`config.mk`:
```
export PLATFORM = sky130hd
export DESIGN_NAME = fwq_host
export DESIGN_NICKNAME = d
export VERILOG_FILES = /design/src/fwq_pkg.sv /design/src/fwq_host.sv
export SDC_FILE = /design/constraint.sdc
export NUM_CORES = 1
export LEC_CHECK = 0
export ABC_AREA = 1
export BUFFER_PORTS_ARGS = -buffer_cell sky130_fd_sc_hd__buf_4
export CORE_ASPECT_RATIO = 1.5
export CORE_UTILIZATION = 46
export CTS_CLUSTER_SIZE = 16
export DETAILED_ROUTE_END_ITERATION = 16
export GPL_TIMING_DRIVEN = 0
export MAX_ROUTING_LAYER = met4
export PLACE_DENSITY = 0.73
export SETUP_SLACK_MARGIN = 0.02
export SYNTH_ARGS = -nofsm -noshare
export SYNTH_HDL_FRONTEND = slang
export SYNTH_SLANG_ARGS = --single-unit
```
`constraint.sdc`:
```
create_clock -name clk -period 4.58 [get_ports clk]
set_clock_uncertainty 0.15 [all_clocks]
set_input_delay 0.229 -clock clk [delete_from_list [all_inputs] [get_ports clk]]
set_output_delay 0.229 -clock clk [all_outputs]
set_load 0.1 [all_outputs]
```
`src/fwq_pkg.sv`:
```
`default_nettype none
package fwq_pkg;
    // pin and user widths
    localparam int ADDR_W = 22;
    localparam int DATA_W = 16;
    localparam int QADDR_HI = 6;              // last address bit allowed set

    // clock and bus timing
    localparam int CLK_PERIOD_NS = 5;
    localparam int T_WP_NS  = 35;              // write pulse low, least
    localparam int T_WPH_NS = 20;              // write pulse high, least
    localparam int T_ACC_NS = 70;              // read access, least wait
    localparam logic [3:0] WP_CYC =
        4'((T_WP_NS + CLK_PERIOD_NS - 1) / CLK_PERIOD_NS);
    localparam logic [3:0] WPH_CYC =
        4'((T_WPH_NS + CLK_PERIOD_NS - 1) / CLK_PERIOD_NS);
    localparam logic [3:0] ACC_CYC =
        4'((T_ACC_NS + CLK_PERIOD_NS - 1) / CLK_PERIOD_NS);

    // command words
    localparam logic [7:0] CMD_QUERY = 8'h98;
    localparam logic [7:0] CMD_RESET = 8'hf0;
    localparam logic [ADDR_W-1:0] QUERY_ADDR_WORD = 22'h000055;
    localparam logic [ADDR_W-1:0] QUERY_ADDR_BYTE = 22'h0000aa;

    // query table word offsets
    localparam logic [6:0] Q_SIG0     = 7'h10;
    localparam logic [6:0] Q_CMDSET   = 7'h13;
    localparam logic [6:0] Q_EXTPTR   = 7'h15;
    localparam logic [6:0] Q_ALT_LO   = 7'h17;
    localparam logic [6:0] Q_ALT_HI   = 7'h1a;
    localparam logic [6:0] Q_VCC_MIN  = 7'h1b;
    localparam logic [6:0] Q_VCC_MAX  = 7'h1c;
    localparam logic [6:0] Q_TO_WORD  = 7'h1f;
    localparam logic [6:0] Q_TO_BLK   = 7'h21;
    localparam logic [6:0] Q_MX_WORD  = 7'h23;
    localparam logic [6:0] Q_MX_BLK   = 7'h25;
    localparam logic [6:0] Q_TO_LAST  = 7'h26;

    // user operations
    typedef enum logic [2:0] {
        FWQ_OP_WRITE,
        FWQ_OP_READ,
        FWQ_OP_QENTER,
        FWQ_OP_QEXIT,
        FWQ_OP_QREAD
    } fwq_op_t;

    // device mode as tracked by the host
    typedef enum logic [1:0] {
        FWQ_MODE_ARRAY,
        FWQ_MODE_AUTOSEL,
        FWQ_MODE_QUERY
    } fwq_mode_t;

    typedef struct packed {
        fwq_op_t             op;
        logic [ADDR_W-1:0]   addr;
        logic [DATA_W-1:0]   data;
    } fwq_req_t;

    typedef struct packed {
        logic                ce_n;
        logic                we_n;
        logic                oe_n;
        logic [ADDR_W-1:0]   addr;
        logic [DATA_W-1:0]   dq_o;
        logic                dq_oe;
        logic                hv_reset;
        logic                wp_accel;
    } fwq_pins_t;
endpackage
`default_nettype wire

```
`src/fwq_host.sv`:
```
`default_nettype none
// Functional notes
// - write needs ce, we low, oe high
// - query entry: 98h at 55h or AAh
// - word-mode query reads keep A7 up zero
// - reset command leaves query to array
// - query from autoselect returns to autoselect
module fwq_host
    import fwq_pkg::*;
(
    // clock and reset
    input  wire logic              clk,
    input  wire logic              rst_n,
    // user request
    input  wire logic              req_valid,
    output logic                   req_ready,
    input  wire fwq_req_t          req,
    // user answer
    output logic                   rsp_valid,
    output logic [DATA_W-1:0]      rsp_data,
    // user controls and status
    input  wire logic              byte_mode,
    input  wire logic              autoselect_active,
    input  wire logic              unprotect_req,
    input  wire logic              write_protect_req,
    output fwq_mode_t              mode,
    // flash pins
    output fwq_pins_t              pins,
    input  wire logic [DATA_W-1:0] dq_i
);
    typedef enum logic [2:0] {
        S_IDLE,
        S_SETUP,
        S_WLOW,
        S_WHIGH,
        S_READ
    } fwq_state_t;

    typedef struct packed {
        fwq_state_t          st;
        logic [3:0]          cnt;
        fwq_op_t             op;
        logic                bm;
        logic                ret_auto;
        fwq_mode_t           mode;
        logic                rsp_valid;
        logic [DATA_W-1:0]   rsp_data;
        fwq_pins_t           pins;
    } fwq_regs_t;

    fwq_regs_t r;
    fwq_regs_t next_r;

    // requests only taken between bus cycles
    assign req_ready = (r.st == S_IDLE);
    assign rsp_valid = r.rsp_valid;
    assign rsp_data  = r.rsp_data;
    assign mode      = r.mode;
    assign pins      = r.pins;

    // next state of the bus sequencer
    always_comb begin
        next_r = r;
        next_r.rsp_valid = 1'b0;
        next_r.pins.hv_reset = unprotect_req;
        next_r.pins.wp_accel = ~write_protect_req;
        case (r.st)
            S_IDLE: begin
                if (req_valid) begin
                    next_r.op   = req.op;
                    next_r.bm   = byte_mode;
                    next_r.cnt  = 4'h0;
                    next_r.pins.ce_n = 1'b0;
                    next_r.pins.oe_n = 1'b1;
                    next_r.pins.addr = req.addr;
                    next_r.pins.dq_o = req.data;
                    case (req.op)
                        FWQ_OP_QENTER: begin
                            next_r.pins.addr = byte_mode ?
                                QUERY_ADDR_BYTE : QUERY_ADDR_WORD;
                            next_r.pins.dq_o = {8'h00, CMD_QUERY};
                        end
                        FWQ_OP_QEXIT: begin
                            next_r.pins.dq_o = {8'h00, CMD_RESET};
                        end
                        FWQ_OP_QREAD: begin
                            // table offset only, upper bits forced zero
                            next_r.pins.addr = byte_mode ?
                                {14'h0000, req.addr[QADDR_HI:0], 1'b0} :
                                {15'h0000, req.addr[QADDR_HI:0]};
                        end
                        default: begin
                        end
                    endcase
                    if (req.op == FWQ_OP_READ || req.op == FWQ_OP_QREAD) begin
                        next_r.pins.oe_n  = 1'b0;
                        next_r.pins.dq_oe = 1'b0;
                        next_r.st = S_READ;
                    end else begin
                        next_r.pins.dq_oe = 1'b1;
                        next_r.st = S_SETUP;
                    end
                end
            end
            S_SETUP: begin
                // address settles before the later falling strobe
                next_r.pins.we_n = 1'b0;
                next_r.cnt = 4'h1;
                next_r.st  = S_WLOW;
            end
            S_WLOW: begin
                if (r.cnt >= WP_CYC) begin
                    next_r.pins.we_n = 1'b1;
                    next_r.cnt = 4'h1;
                    next_r.st  = S_WHIGH;
                end else begin
                    next_r.cnt = r.cnt + 4'h1;
                end
            end
            S_WHIGH: begin
                if (r.cnt >= WPH_CYC) begin
                    next_r.pins.ce_n  = 1'b1;
                    next_r.pins.dq_oe = 1'b0;
                    next_r.rsp_valid  = 1'b1;
                    next_r.rsp_data   = r.pins.dq_o;
                    next_r.st = S_IDLE;
                    if (r.op == FWQ_OP_QENTER) begin
                        next_r.ret_auto = (r.mode == FWQ_MODE_AUTOSEL);
                        next_r.mode = FWQ_MODE_QUERY;
                    end else if (r.op == FWQ_OP_QEXIT) begin
                        next_r.mode = r.ret_auto ?
                            FWQ_MODE_AUTOSEL : FWQ_MODE_ARRAY;
                    end else if (r.mode == FWQ_MODE_QUERY) begin
                        // a stray word closes the table, back to array
                        next_r.mode = FWQ_MODE_ARRAY;
                    end else begin
                        // outside query the device follows the user flag
                        next_r.mode = autoselect_active ?
                            FWQ_MODE_AUTOSEL : FWQ_MODE_ARRAY;
                    end
                end else begin
                    next_r.cnt = r.cnt + 4'h1;
                end
            end
            S_READ: begin
                if (r.cnt >= ACC_CYC) begin
                    next_r.pins.ce_n = 1'b1;
                    next_r.pins.oe_n = 1'b1;
                    next_r.rsp_valid = 1'b1;
                    next_r.rsp_data  = dq_i;
                    next_r.st = S_IDLE;
                end else begin
                    next_r.cnt = r.cnt + 4'h1;
                end
            end
            default: begin
                next_r.st = S_IDLE;
            end
        endcase
        if (r.st == S_IDLE && !req_valid && r.mode != FWQ_MODE_QUERY) begin
            next_r.mode = autoselect_active ?
                FWQ_MODE_AUTOSEL : FWQ_MODE_ARRAY;
        end
    end

    // state register; strobes idle high from reset on
    always_ff @(posedge clk or negedge rst_n) begin
        if (!rst_n) begin
            r <= '0;
            r.st <= S_IDLE;
            r.op <= FWQ_OP_READ;
            r.mode <= FWQ_MODE_ARRAY;
            r.pins.ce_n <= 1'b1;
            r.pins.we_n <= 1'b1;
            r.pins.oe_n <= 1'b1;
            r.pins.wp_accel <= 1'b1;
        end else begin
            r <= next_r;
        end
    end

    // write strobe only with chip enabled and output disabled
    property p_write_strobes;
        @(posedge clk) disable iff (!rst_n)
        !r.pins.we_n |-> (!r.pins.ce_n && r.pins.oe_n && r.pins.dq_oe);
    endproperty
    a_write_strobes: assert property (p_write_strobes)
        else $error("write strobe without valid ce or oe");

    // write pulse holds low for its full width
    property p_we_width;
        @(posedge clk) disable iff (!rst_n)
        $fell(r.pins.we_n) |-> (!r.pins.we_n)[*7];
    endproperty
    a_we_width: assert property (p_we_width)
        else $error("write pulse too short");

    // query entry writes the query code at the mode address
    property p_qenter_cmd;
        @(posedge clk) disable iff (!rst_n)
        (!r.pins.we_n && r.op == FWQ_OP_QENTER) |->
            (r.pins.dq_o[7:0] == 8'h98) &&
            (r.pins.addr == (r.bm ? 22'h0000aa : 22'h000055));
    endproperty
    a_qenter_cmd: assert property (p_qenter_cmd)
        else $error("bad query entry cycle");

    // word-mode query reads keep high address bits zero
    property p_query_addr;
        @(posedge clk) disable iff (!rst_n)
        (r.st == S_READ && r.op == FWQ_OP_QREAD && !r.bm) |->
            (r.pins.addr[ADDR_W-1:7] == '0);
    endproperty
    a_query_addr: assert property (p_query_addr)
        else $error("query read with high address bits set");

    // query exit leaves query mode when the reset write ends
    property p_qexit_mode;
        @(posedge clk) disable iff (!rst_n)
        (r.rsp_valid && r.op == FWQ_OP_QEXIT && !r.ret_auto) |->
            (r.mode == FWQ_MODE_ARRAY) && (r.rsp_data[7:0] == 8'hf0);
    endproperty
    a_qexit_mode: assert property (p_qexit_mode)
        else $error("query exit did not return to array");

    // query entered from autoselect goes back to autoselect
    property p_qexit_auto;
        @(posedge clk) disable iff (!rst_n)
        (r.rsp_valid && r.op == FWQ_OP_QEXIT && r.ret_auto) |->
            (r.mode == FWQ_MODE_AUTOSEL);
    endproperty
    a_qexit_auto: assert property (p_qexit_auto)
        else $error("query exit lost autoselect");

    // read answer arrives after the full access wait
    property p_read_time;
        @(posedge clk) disable iff (!rst_n)
        $fell(r.pins.oe_n) |-> ##15 r.rsp_valid;
    endproperty
    a_read_time: assert property (p_read_time)
        else $error("read answer timing wrong");
endmodule
`default_nettype wire

```
After elaboration in Yosys (flattened, before gate mapping)
Cells that the tools add are included.
- add/sub/neg operators: 1
- order comparisons: 3
- equal/unequal tests: 19
- mux-type cells: 34
- bitwise gates (word level): 1
- reductions and logical operators: 23
- operator list (kind ; number):
    22-bit one-hot mux with 2 select lines ; 1
    40-bit two-way mux ; 1
    17-bit one-hot mux with 2 select lines ; 1
    16-bit one-hot mux with 2 select lines ; 1
    20-bit two-way mux ; 1
    4-bit one-hot mux with 5 select lines ; 1
    3-bit by 2-bit == test with 1-bit output (second input constant) ; 6
    18-bit two-way mux ; 1
    8-bit two-way mux ; 2
    3-bit one-hot mux with 5 select lines ; 1
    2-bit inequality test (second input constant) ; 7
    3-bit two-way mux ; 4
    4-bit two-way mux ; 3
    3-bit AND reduction ; 4
    4-bit AND reduction ; 3
    2-bit nonzero test ; 6
    11-bit two-way mux ; 1
    4-bit by 3-bit >= comparator with 1-bit output (second input constant) ; 2
    1-bit two-way mux ; 8
    2-bit two-way mux ; 4
    3-bit by 1-bit == test with 1-bit output (second input constant) ; 2
    3-bit == test (second input constant) ; 2
    1-bit one-hot mux with 2 select lines ; 3
    2-bit AND reduction ; 3
    12 further kinds ; 13
- register bits: 75
- output and inout port bits: 64

Logic depth before layout (Yosys ltp)
Gate-level depths: netlist (run 1).
- depth after elaboration: 7
- mapped depth: 8
- mapped depth without buffers: 8

Worst setup path after synthesis (run 1)
OpenSTA, ideal clock, no wires.
- path type: register to output
- start: reg r[73] (netlist bit)
- end: out req_ready
- data arrival time: 1.265 ns
- data required time: 4.201 ns
- path slack: 2.936 ns
- cell stages (with the launch flop): 4
- buffers on the path: 0
- cell sequence: dfrtp_1 -> nor2_4 -> nand2_1 -> inv_1
- longest elaborated chain between the ends: 1
- ends and longest elaborated chain (what ; line ; RTL):
    from (decl) ; fwq_host.sv:51 ; fwq_regs_t r;
    from (signal assigned) ; fwq_host.sv:178 ; r <= next_r;
    3-bit zero test ; fwq_host.sv:55 ; assign req_ready = (r.st == S_IDLE);
    to (decl) ; fwq_host.sv:16 ; output logic req_ready,
Every way passes these cells.

Worst setup path after layout (run 1)
Ends and elaborated chain as after synthesis.

==> impl_results.md, run 1 <==
* WP data arrival at 1.41 ns
* Seq cells post-synth at 74
* Post-route DRC at 0
* Crit path kind: reg2out
* Dominant cells by area after synthesis: dfrtp_1, nand2_1, buf_4
* Initial Util at 47.7%
* Library cells used by synthesis at 24
* Die H at 117 um
* Clock share of power at 17.3%
* Site row count at 41
* Area Overhead vs Synth at 44.4%
* Fin crit period at 1.79 ns
* Peak VDD IR at 0.605 mV
* Number of port buffers at 126
* CTS clk-pin slew, worst paths at 0.06 ns
* Core ar. at 8460 um2
* Post-Syn Area per Cell at 7.89 um2
* CTS tree: yes
* CTS Buf Count at 9
* Final Hold Violating Endpoints at 0
* Outcome: complete, no violations
* Worst-Margin Slew at 0.911 ns
* Period utilization at 39.0%
* Setup-failing EPs final at 0
* Post-cts sizing count at 0
* Placed cells at 745
* Switching power at 2.51 mW
* # Max-Cap Violations at 0
* Total wire length at 9.96 mm
* Pint at 2.19 mW
* Total global-route track usage at 23.4%
* Worst Path Max Fanout at 7
* Total Nets Final at 751
* Worst rel slew slack at 39.3%
* Largest area contributor in the netlist: dfrtp_1
* Leak at 3.14 nW
* Share of cells above drive strength 1 at 35.5%
* RSZ-0062 raised after global routing: no
* Die X-Extent at 78.5 um
* Cells after Synth at 512
* Setup TNS at 0 ns
* Area taken by multi-input logic gates at 1490 um2
* Logic gate share of total power at 60.1%
* Fin cells at 798
* PwrDens at 805 nW/um2
* Top cell type's share of synthesized area at 42.7%
* Fillcell total at 678
* Largest net degree at the start of global routing at 75
* Total gr overflow at 0
* Post-synth net total at 577
* First-pass GRT wire length at 15.9 mm
* Die ar. at 9170 um2
* Clock root buffer master: clkbuf_16
* Sw frac at 53.4%
* Pre-Repair DR Iteration Count at 4
* Min Hold Slack at 0.0113 ns
* Clock Sinks at 74
* Fmax at 0.559 GHz
* Sequential Area at 1860 um2
* Antenna-violating nets left at 0
* Crit. End Element: primary output
* CP required at 4.20 ns
* Initial antenna violation count at 0
* Seq pwr share at 22.7%
* Vias/cell at 4.77
* Vias in the first global route at 3548
* Yosys Warn Count at 0
* Vias at 3804
* CTS max path bufs at 2
* Sequential share of the synthesized area at 46.0%
* Routed WL per cell at 12.5 um
* Hold Path Class: in2reg
* RePlAce Congestion at 0.848
* I/O pins at 128
* H-tree depth at 3
* Worst skew pair latency at 0.33 ns
* Final core utilization at 68.9%
* Synthesized cell area at 4040 um2
* HPWL after DPL at 7.12 mm
* Iter 0 DRT Violations at 168
* Diode count at 0
* Max Slew Vio Count at 0
* Crit start category: register
-- sequential cells by signal (all words and copies together) (netlist names) --
signal / flops
rsp_data: 16
pins: 44
rsp_valid: 1
mode: 2
r: 11
-- worst max-delay path, cell delays in order (launching register included) --
cell and delay (ns):
dfrtp_1 0.46, nor2_4 0.21, nand2_1 0.07, inv_1 0.05, buf_4 0.27
-- stage by stage --
stage | setup slack (ns) | total power [mW] | cell area [um2]
floorplan | 2.94 | 3.33 | 4040
global placement | 2.92 | 3.83 | 5120
detailed placement | 2.92 | 3.87 | 5120
CTS | 2.77 | 4.71 | 5840
global route | 2.69 | 4.91 | 5840
finish | 2.79 | 4.70 | 5840
-- routing by layer --
| metal | up-vias | global-route usage (%) | part of all wire (%) |
|---|---|---|---|
| li1 | 1904 | - | - |
| met1 | 1732 | 25.9 | 42 |
| met2 | 140 | 39.0 | 49 |
| met3 | 28 | 5.27 | 5.8 |
| met4 | 0 | 12.7 | 3.3 |
| met5 | - | - | 0 |
-- worst paths after layout --
kind,startpoint,to,slack [ns],depth (start not counted)
hold reg to reg,pins[43]$_DFFE_PN1P_,pins[43]$_DFFE_PN1P_,0.32,2
setup reg to reg,r[73]$_DFFE_PN0P_,pins[37]$_DFFE_PN0P_,2.90,6
max in group asynchronous,rst_n,rsp_data[0]$_DFFE_PN0P_,3.26,2
setup / recovery,r[73]$_DFFE_PN0P_,req_ready,2.79,4
hold / removal,req[30],pins[33]$_DFFE_PN0P_,0.01,3
min in group asynchronous,rst_n,pins[24]$_DFFE_PN0P_,0.41,2
-- repair_timing --
item                      4_1_cts  5_1_grt
hold buffers                   37        0
hold endpoints to repair      105        0
buffers inserted                0        0
-- cells in the mapped netlist --
master / n
clkinv_2: 1
nand2_2: 3
buf_6: 2
dfstp_2: 5
buf_2: 8
ha_1: 1
dfrtp_1: 69
nand3_2: 3
inv_2: 1
nand4_1: 4
o21ai_2: 11
nor2_8: 3
clkbuf_1: 2
o21ai_0: 9
inv_1: 36
nor2_1: 13
or2_2: 1
nor2_4: 1
nor2_2: 2
a21oi_1: 4
nand2_1: 196
buf_4: 64
o21ai_1: 25
nand3_1: 48
-- kinds of logic (layout without fill, tap and decap cells) --
logic type / Yosys count / after routing / synth area share (%)
adder cells (fa/ha/maj): 1 / 1 / 0.310
AND/OR/NAND/NOR: 274 / 274 / 29.4
flip-flops: 74 / 74 / 46.0
AO/OA/AOI/OAI: 49 / 49 / 7.09
buffers and inverters: 114 / 293 / 17.2
-- placed cells by master (no fill, tap or decap) --
cell and instances:
bufinv_16 3, buf_6 2, nand2_2 3, clkbuf_16 9, clkbuf_1 4, or2_2 1
nor2_2 2, nor2_8 3, inv_2 1, o21ai_0 9, nor2_4 1, o21ai_2 11
nor2_1 13, inv_1 36, nand3_2 3, nand4_1 4, buf_2 8, dlygate4sd3_1 37
buf_4 190, dfstp_2 5, a21oi_1 4, o21ai_1 25, dfrtp_1 69, clkbuf_8 1
clkinv_2 1, nand2_1 196, nand3_1 48, clkinv_4 1, ha_1 1
-- layout make-up --
| class | count | area share, % |
|---|---|---|
| Sequential cell | 74 | 31.8 |
| Tap cell | 107 | 2.29 |
| Clock inverter | 4 | 1.69 |
| Inverter | 38 | 2.47 |
| Buffer | 76 | 9.43 |
| Timing Repair Buffer | 163 | 22.6 |
| Clock buffer | 12 | 4.22 |
| Multi-Input combinational cell | 324 | 25.5 |
-- power groups by stage --
stage / sequential [mW] / combinational, mW / clock (mW)
after global routing: 1.10 / 2.96 / 0.850
after global placement: 1.06 / 2.77 / 0
after floorplan: 1.02 / 2.31 / 0
after detailed placement: 1.07 / 2.79 / 0
after CTS: 1.06 / 2.83 / 0.824
final: 1.07 / 2.82 / 0.811
Note: power is estimated with default switching activity, not from simulation.
==> run 2, diff against run 1 <==
--- a/config.mk
+++ b/config.mk
@@ -13,7 +13,7 @@
 export DETAILED_ROUTE_END_ITERATION = 16
 export GPL_TIMING_DRIVEN = 0
 export MAX_ROUTING_LAYER = met4
-export PLACE_DENSITY = 0.73
+export PLACE_DENSITY = 0.76
 export SETUP_SLACK_MARGIN = 0.02
 export SYNTH_ARGS = -nofsm -noshare
 export SYNTH_HDL_FRONTEND = slang
==> constraint.sdc (replaced) <==
create_clock -name clk -period 1.5 [get_ports clk]
set_clock_uncertainty 0.15 [all_clocks]
set_input_delay 0.075 -clock clk [delete_from_list [all_inputs] [get_ports clk]]
set_output_delay 0.075 -clock clk [all_outputs]
set_load 0.1 [all_outputs]
==> impl_results.md, run 2 (synthesized netlist as in run 1, its figures left out) <==
* Clock root buffer master: clkbuf_16
* First-pass GRT wire length at 18.9 mm (+19%)
* Total wire length at 14.5 mm (+45%)
* Placed cells at 745 (unchanged)
* Min Hold Slack at 0.0282 ns (+0.0169 ns)
* Iter 0 DRT Violations at 330 (+96%)
* Fin crit period at 1.64 ns
* Total gr overflow at 0 (unchanged)
* Largest net degree at the start of global routing at 75 (unchanged)
* Initial antenna violation count at 0 (unchanged)
* Share of cells above drive strength 1 at 48.9% (+13 points)
* Worst skew pair latency at 0.34 ns (about the same)
* Setup-failing EPs final at 65 (+65)
* Outcome: finished with violations
* Crit start category: register
* Initial Util at 47.7% (unchanged)
* Worst-Margin Slew at 0.967 ns (+0.0567 ns)
* Register bank with the most flops: pins
* Leak at 3.61 nW (+15%)
* Pre-CTS WS at -0.172 ns (-3.10 ns)
* R2R Path End: pins[9]$_DFFE_PN0P_
* Total global-route track usage at 27.8% (+4.4 points)
* Fmax at 0.609 GHz
* CP required at 1.57 ns (-2.63 ns)
* Crit path kind: reg2reg
* Clock Sinks at 74 (unchanged)
* Vias/cell at 5.24 (+9.9%)
* Pre-Repair DR Iteration Count at 5 (+1)
* R2R Path Start: r[73]$_DFFE_PN0P_
* Final worst slack at -0.142 ns (-2.93 ns)
* Routed WL per cell at 16.9 um (+36%)
* Core ar. at 8460 um2 (unchanged)
* Worst rel slew slack at 35.5% (-3.8 points)
* Vias in the first global route at 4137 (+17%)
* Antenna-violating nets left at 0 (unchanged)
* # Max-Cap Violations at 0 (unchanged)
* Period utilization at 109%
* PwrDens at 2350 nW/um2 (+190%)
* R2R setup slack at -0.14 ns (-3.04 ns)
* Vias at 4476 (+18%)
* Site row count at 41 (unchanged)
* Setup TNS at -4.16 ns (-4.16 ns)
* RePlAce Congestion at 0.857 (+1.1%)
* Worst Setup EP: pins[9]$_DFFE_PN0P_
* WP data arrival at 1.71 ns (+0.30 ns)
* Commonest non-fill, non-tap cells in the layout: buf_4, nand2_1, dlygate4sd3_1, dfrtp_1, nand2_2
* CTS clk-pin slew, worst paths at 0.06 ns (about the same)
* Crit. Startpoint: r[73]$_DFFE_PN0P_
* Number of port buffers at 126 (unchanged)
* HPWL after DPL at 7.42 mm (+4.2%)
* Die X-Extent at 78.5 um (unchanged)
* Reg2Reg Depth at 7 (+1)
* Max Slew Vio Count at 0 (unchanged)
* Die H at 117 um (unchanged)
* H-tree depth at 3 (unchanged)
* Post-route DRC at 0 (unchanged)
* Die ar. at 9170 um2 (unchanged)
* Total Nets Final at 806 (+7.3%)
* I/O pins at 128 (unchanged)
* CTS max path bufs at 2 (unchanged)
* Max reg flops at 44 (unchanged)
* Crit. End Element: register
* CTS Buf Count at 9 (unchanged)
* Hold Path Class: in2reg
* Failing checks: negative setup slack
* Fin cells at 854 (+7.0%)
* Peak VDD IR at 1.71 mV (+180%)
* Most common cell after layout, fill and taps aside: buf_4
* Worst Path Max Fanout at 9 (+2)
* Final Hold Violating Endpoints at 0 (unchanged)
* CTS tree: yes
* RSZ-0062 raised after global routing: yes
* Area Overhead vs Synth at 74.5%
==> run 2: cell count changes in the layout (fill, tap and decap cells not counted), moves of 12 or more <==
| cell | before | now |
|---|---|---|
| dlygate4sd3_1 | 37 | 65 |
| nand2_1 | 196 | 149 |
| nand2_2 | 3 | 32 |
| nand2_4 | 0 | 17 |
| nand3_1 | 48 | 31 |
| nand3_2 | 3 | 15 |
==> run 2: metrics by stage <==
step	utilization, %	total power, mW	instance area (um2)
final	83.3	16.6	7050
after global routing	83.3	17.1	7050
after CTS	75.6	15.0	6400
after detailed placement	60.5	11.8	5120
after global placement	60.5	11.7	5120
after floorplan	-	10.2	4040
==> run 2: area by class of cell <==
cell class                      instances  area, um2
Sequential cell                        74       1870
Antenna cell                            1       2.50
Timing Repair Buffer                  218       1980
Inverter                               38        159
Buffer                                 76        648
Clock buffer                           11        253
Tap cell                              107        134
Clock inverter                          5        100
Multi-Input combinational cell        324       1910
Fill cell                             443       1410
==> run 2: power breakdown <==
group / internal [mW] / switching (mW) / total (mW) / leakage [nW]
sequential: 2.73 / 0.714 / 3.45 / 0.859
combinational: 3.41 / 7.16 / 10.6 / 2.57
clock: 1.71 / 0.871 / 2.58 / 0.176
total: 7.86 / 8.75 / 16.6 / 3.61
==> run 2: worst min path at each step <==
| stage | from | endpoint | slack [ns] | cells after the start |
|---|---|---|---|---|
| 4_1_cts | req[38] | pins[6]$_DFFE_PN0P_ | 0.03 | 4 |
| 6_report | req[40] | pins[26]$_DFFE_PN0P_ | 0.03 | 5 |
| 3_3_place_gp | unprotect_req | pins[1]$_DFF_PN0_ | 0.04 | 1 |
| 2_1_floorplan | rst_n | mode[0]$_DFFE_PN0P_ | -0.37 | 0 |
| 5_1_grt | req[39] | pins[6]$_DFFE_PN0P_ | 0.05 | 4 |
| 3_5_place_dp | write_protect_req | pins[0]$_DFF_PN1_ | 0.04 | 2 |
==> run 2: timing repair <==
action / CTS / global route
endpoints found under the hold margin: 130 / 1
pin swaps: 6 / 14
gates resized for setup: 53 / 116
setup endpoints to repair: 71 / 70
buffers inserted: 11 / 9
cloned: 1 / 6
hold buffers: 65 / 1
==> run 2: metal layers <==
metal,part of all wire (%),GRT usage [%]
met1,35,28.0
met2,55,52.2
met3,4.4,2.64
met4,5.6,15.2
met5,0,-
==> run 2: critical path, stage by stage, from the launching register on <==
cell       delay [ns]
dfrtp_2          0.44
nor2_4           0.14
buf_12           0.14
nand3_4          0.14
buf_12           0.19
clkbuf_16        0.15
nand2_1          0.07
o21ai_1          0.09
==> run 3, diff against run 2 <==
--- a/config.mk
+++ b/config.mk
@@ -14,7 +14,6 @@
 export GPL_TIMING_DRIVEN = 0
 export MAX_ROUTING_LAYER = met4
 export PLACE_DENSITY = 0.76
-export SETUP_SLACK_MARGIN = 0.02
 export SYNTH_ARGS = -nofsm -noshare
 export SYNTH_HDL_FRONTEND = slang
 export SYNTH_SLANG_ARGS = --single-unit
==> impl_results.md, run 3 (synthesized netlist as in run 1, its figures left out) <==
* Outcome: finished with violations
* Failing checks: negative setup slack
* Max reg flops at 44 (unchanged)
* Core ar. at 8460 um2 (unchanged)
* Die X-Extent at 78.5 um (unchanged)
* Total wire length at 12.5 mm (-14%)
* PwrDens at 2300 nW/um2 (-2.2%)
* Leak at 3.48 nW (-3.5%)
* Crit start category: register
* Clock Sinks at 74 (unchanged)
* First-pass GRT wire length at 18.6 mm (-1.5%)
* Crit path kind: reg2reg
* Period utilization at 108% (-0.99 points)
* Clock root buffer master: clkbuf_16
* Crit. End Element: register
* WP data arrival at 1.70 ns (about the same)
* Iter 0 DRT Violations at 255 (-23%)
* Seq pwr share at 21.7% (+0.9 points)
* Worst skew pair latency at 0.33 ns (about the same)
* # Max-Cap Violations at 0 (unchanged)
* Total gr overflow at 0 (unchanged)
* Initial antenna violation count at 0 (unchanged)
* Total Nets Final at 812 (+0.74%)
* Switching power at 8.14 mW (-7.0%)
* Register bank with the most flops: pins
* Worst rel slew slack at 37.6% (+2.1 points)
* Final Hold Violating Endpoints at 0 (unchanged)
* Max Slew Vio Count at 0 (unchanged)
* I/O pins at 128 (unchanged)
* Share of cells above drive strength 1 at 40.8% (-8.1 points)
* Final worst slack at -0.127 ns (+0.0148 ns)
* Total global-route track usage at 27.2% (-0.56 points)
* Worst-Margin Slew at 0.936 ns (-0.0311 ns)
* Reg2Reg Depth at 8 (+1)
* Sw frac at 53.4% (+0.74 points)
* CTS Buf Count at 9 (unchanged)
* Routed WL per cell at 14.5 um (-14%)
* Pre-Repair DR Iteration Count at 5 (unchanged)
* RePlAce Congestion at 0.842 (-1.8%)
* Area Overhead vs Synth at 63.7%
* Most common cell after layout, fill and taps aside: buf_4
* CTS tree: yes
* CTS max path bufs at 2 (unchanged)
* Initial Util at 47.7% (unchanged)
* Antenna-violating nets left at 0 (unchanged)
* Number of port buffers at 126 (unchanged)
* Fmax at 0.615 GHz (+0.91%)
* Vias at 4220 (-5.7%)
* Hold Path Class: in2reg
* Largest net degree at the start of global routing at 75 (unchanged)
* Vias/cell at 4.91 (-6.4%)
* Vias in the first global route at 4163 (+0.63%)
* Post-route DRC at 0 (unchanged)
* CTS clk-pin slew, worst paths at 0.06 ns (about the same)
* Pint at 7.09 mW (-9.7%)
* Die ar. at 9170 um2 (unchanged)
* RSZ-0062 raised after global routing: yes
* Die H at 117 um (unchanged)
* Final core utilization at 78.2% (-5.2 points)
* HPWL after DPL at 7.29 mm (-1.7%)
* Peak VDD IR at 2.37 mV (+39%)
* H-tree depth at 3 (unchanged)
* Clock share of power at 14.6% (-0.9 points)
* Logic gate share of total power at 63.7% (about the same)
* CP required at 1.57 ns (about the same)
* Worst Path Max Fanout at 4 (-5)
* Setup-failing EPs final at 23 (-65%)
* Hold path depth at 4 (-1)
* Commonest non-fill, non-tap cells in the layout: buf_4, nand2_1, dlygate4sd3_1, dfrtp_1, nand3_1
* Fin crit period at 1.63 ns (-0.0148 ns)
* Final Power at 15.2 mW (-8.3%)
* Site row count at 41 (unchanged)
run 3: cell types whose count changed in the layout (fill, tap and decap cells not counted), sizes merged:
cell      delta
bufinv       -2
inv          +1
nor2         +1
buf         +10
clkbuf       -2
clkinvlp     -1
clkinv       -1
run 3: worst paths after layout:
check	start	end	slack, ns
min in group asynchronous	rst_n	pins[24]$_DFFE_PN0P_	0.28
max reg2reg	r[73]$_DFFE_PN0P_	r[68]$_DFFE_PN0P_	-0.13
min	req[38]	pins[2]$_DFFE_PN0P_	0.009
max in group asynchronous	rst_n	r[69]$_DFFE_PN0P_	0.25
max	r[73]$_DFFE_PN0P_	r[68]$_DFFE_PN0P_	-0.13
min reg2reg	rsp_data[2]$_DFFE_PN0P_	rsp_data[2]$_DFFE_PN0P_	0.33
run 3: layer usage:
layer | global-route usage (%) | share of wire (%)
met1 | 27.1 | 37
met2 | 51.2 | 57
met3 | 4.03 | 3.4
met4 | 13.2 | 3.1
met5 | - | 0
run 3: area by class of cell:
cell class / count / area, um2
Timing Repair Buffer: 223 / 1920
Sequential cell: 74 / 1870
Fill cell: 526 / 1850
Multi-Input combinational cell: 325 / 1620
Buffer: 76 / 606
Clock buffer: 14 / 274
Inverter: 38 / 153
Tap cell: 107 / 134
Clock inverter: 2 / 35.0
Antenna cell: 1 / 2.50
run 3: what timing repair did:
item,in CTS,in global routing
gates resized for setup,31,38
hold buffers,66,0
endpoints found under the setup margin,67,64
cloned,1,3
setup buffers,15,14
pin swaps,7,7
endpoints found under the hold margin,129,0
run 3: per-stage QoR:
step	setup slack [ns]	instances	hold slack (ns)	instance area, um2	TNS [ns]
global placement	-0.127	745	0.0354	5120	-5.15
detailed placement	-0.155	745	0.0391	5120	-5.90
finish	-0.127	860	0.00867	6620	-1.58
global route	-0.159	859	0.0485	6610	-3.46
floorplan	0.0103	512	-0.371	4040	0
CTS	-0.0421	843	0.00529	6310	-0.322
run 3: worst max-delay path, stage by stage, from the launching register on:
cell and delay (ns):
dfrtp_2 0.44, nor2_4 0.18, buf_12 0.14, nand2_4 0.07, buf_4 0.15, o21ai_2 0.17
nor2_2 0.10, nand2_1 0.07, nand2_1 0.05
run 3: power groups by stage:
stage / combinational (mW) / sequential (mW) / clock (mW)
after floorplan: 7.05 / 3.12 / 0
final: 9.70 / 3.31 / 2.22
after global placement: 8.43 / 3.25 / 0
after detailed placement: 8.53 / 3.29 / 0
after CTS: 9.07 / 3.27 / 2.24
after global routing: 10.1 / 3.38 / 2.32
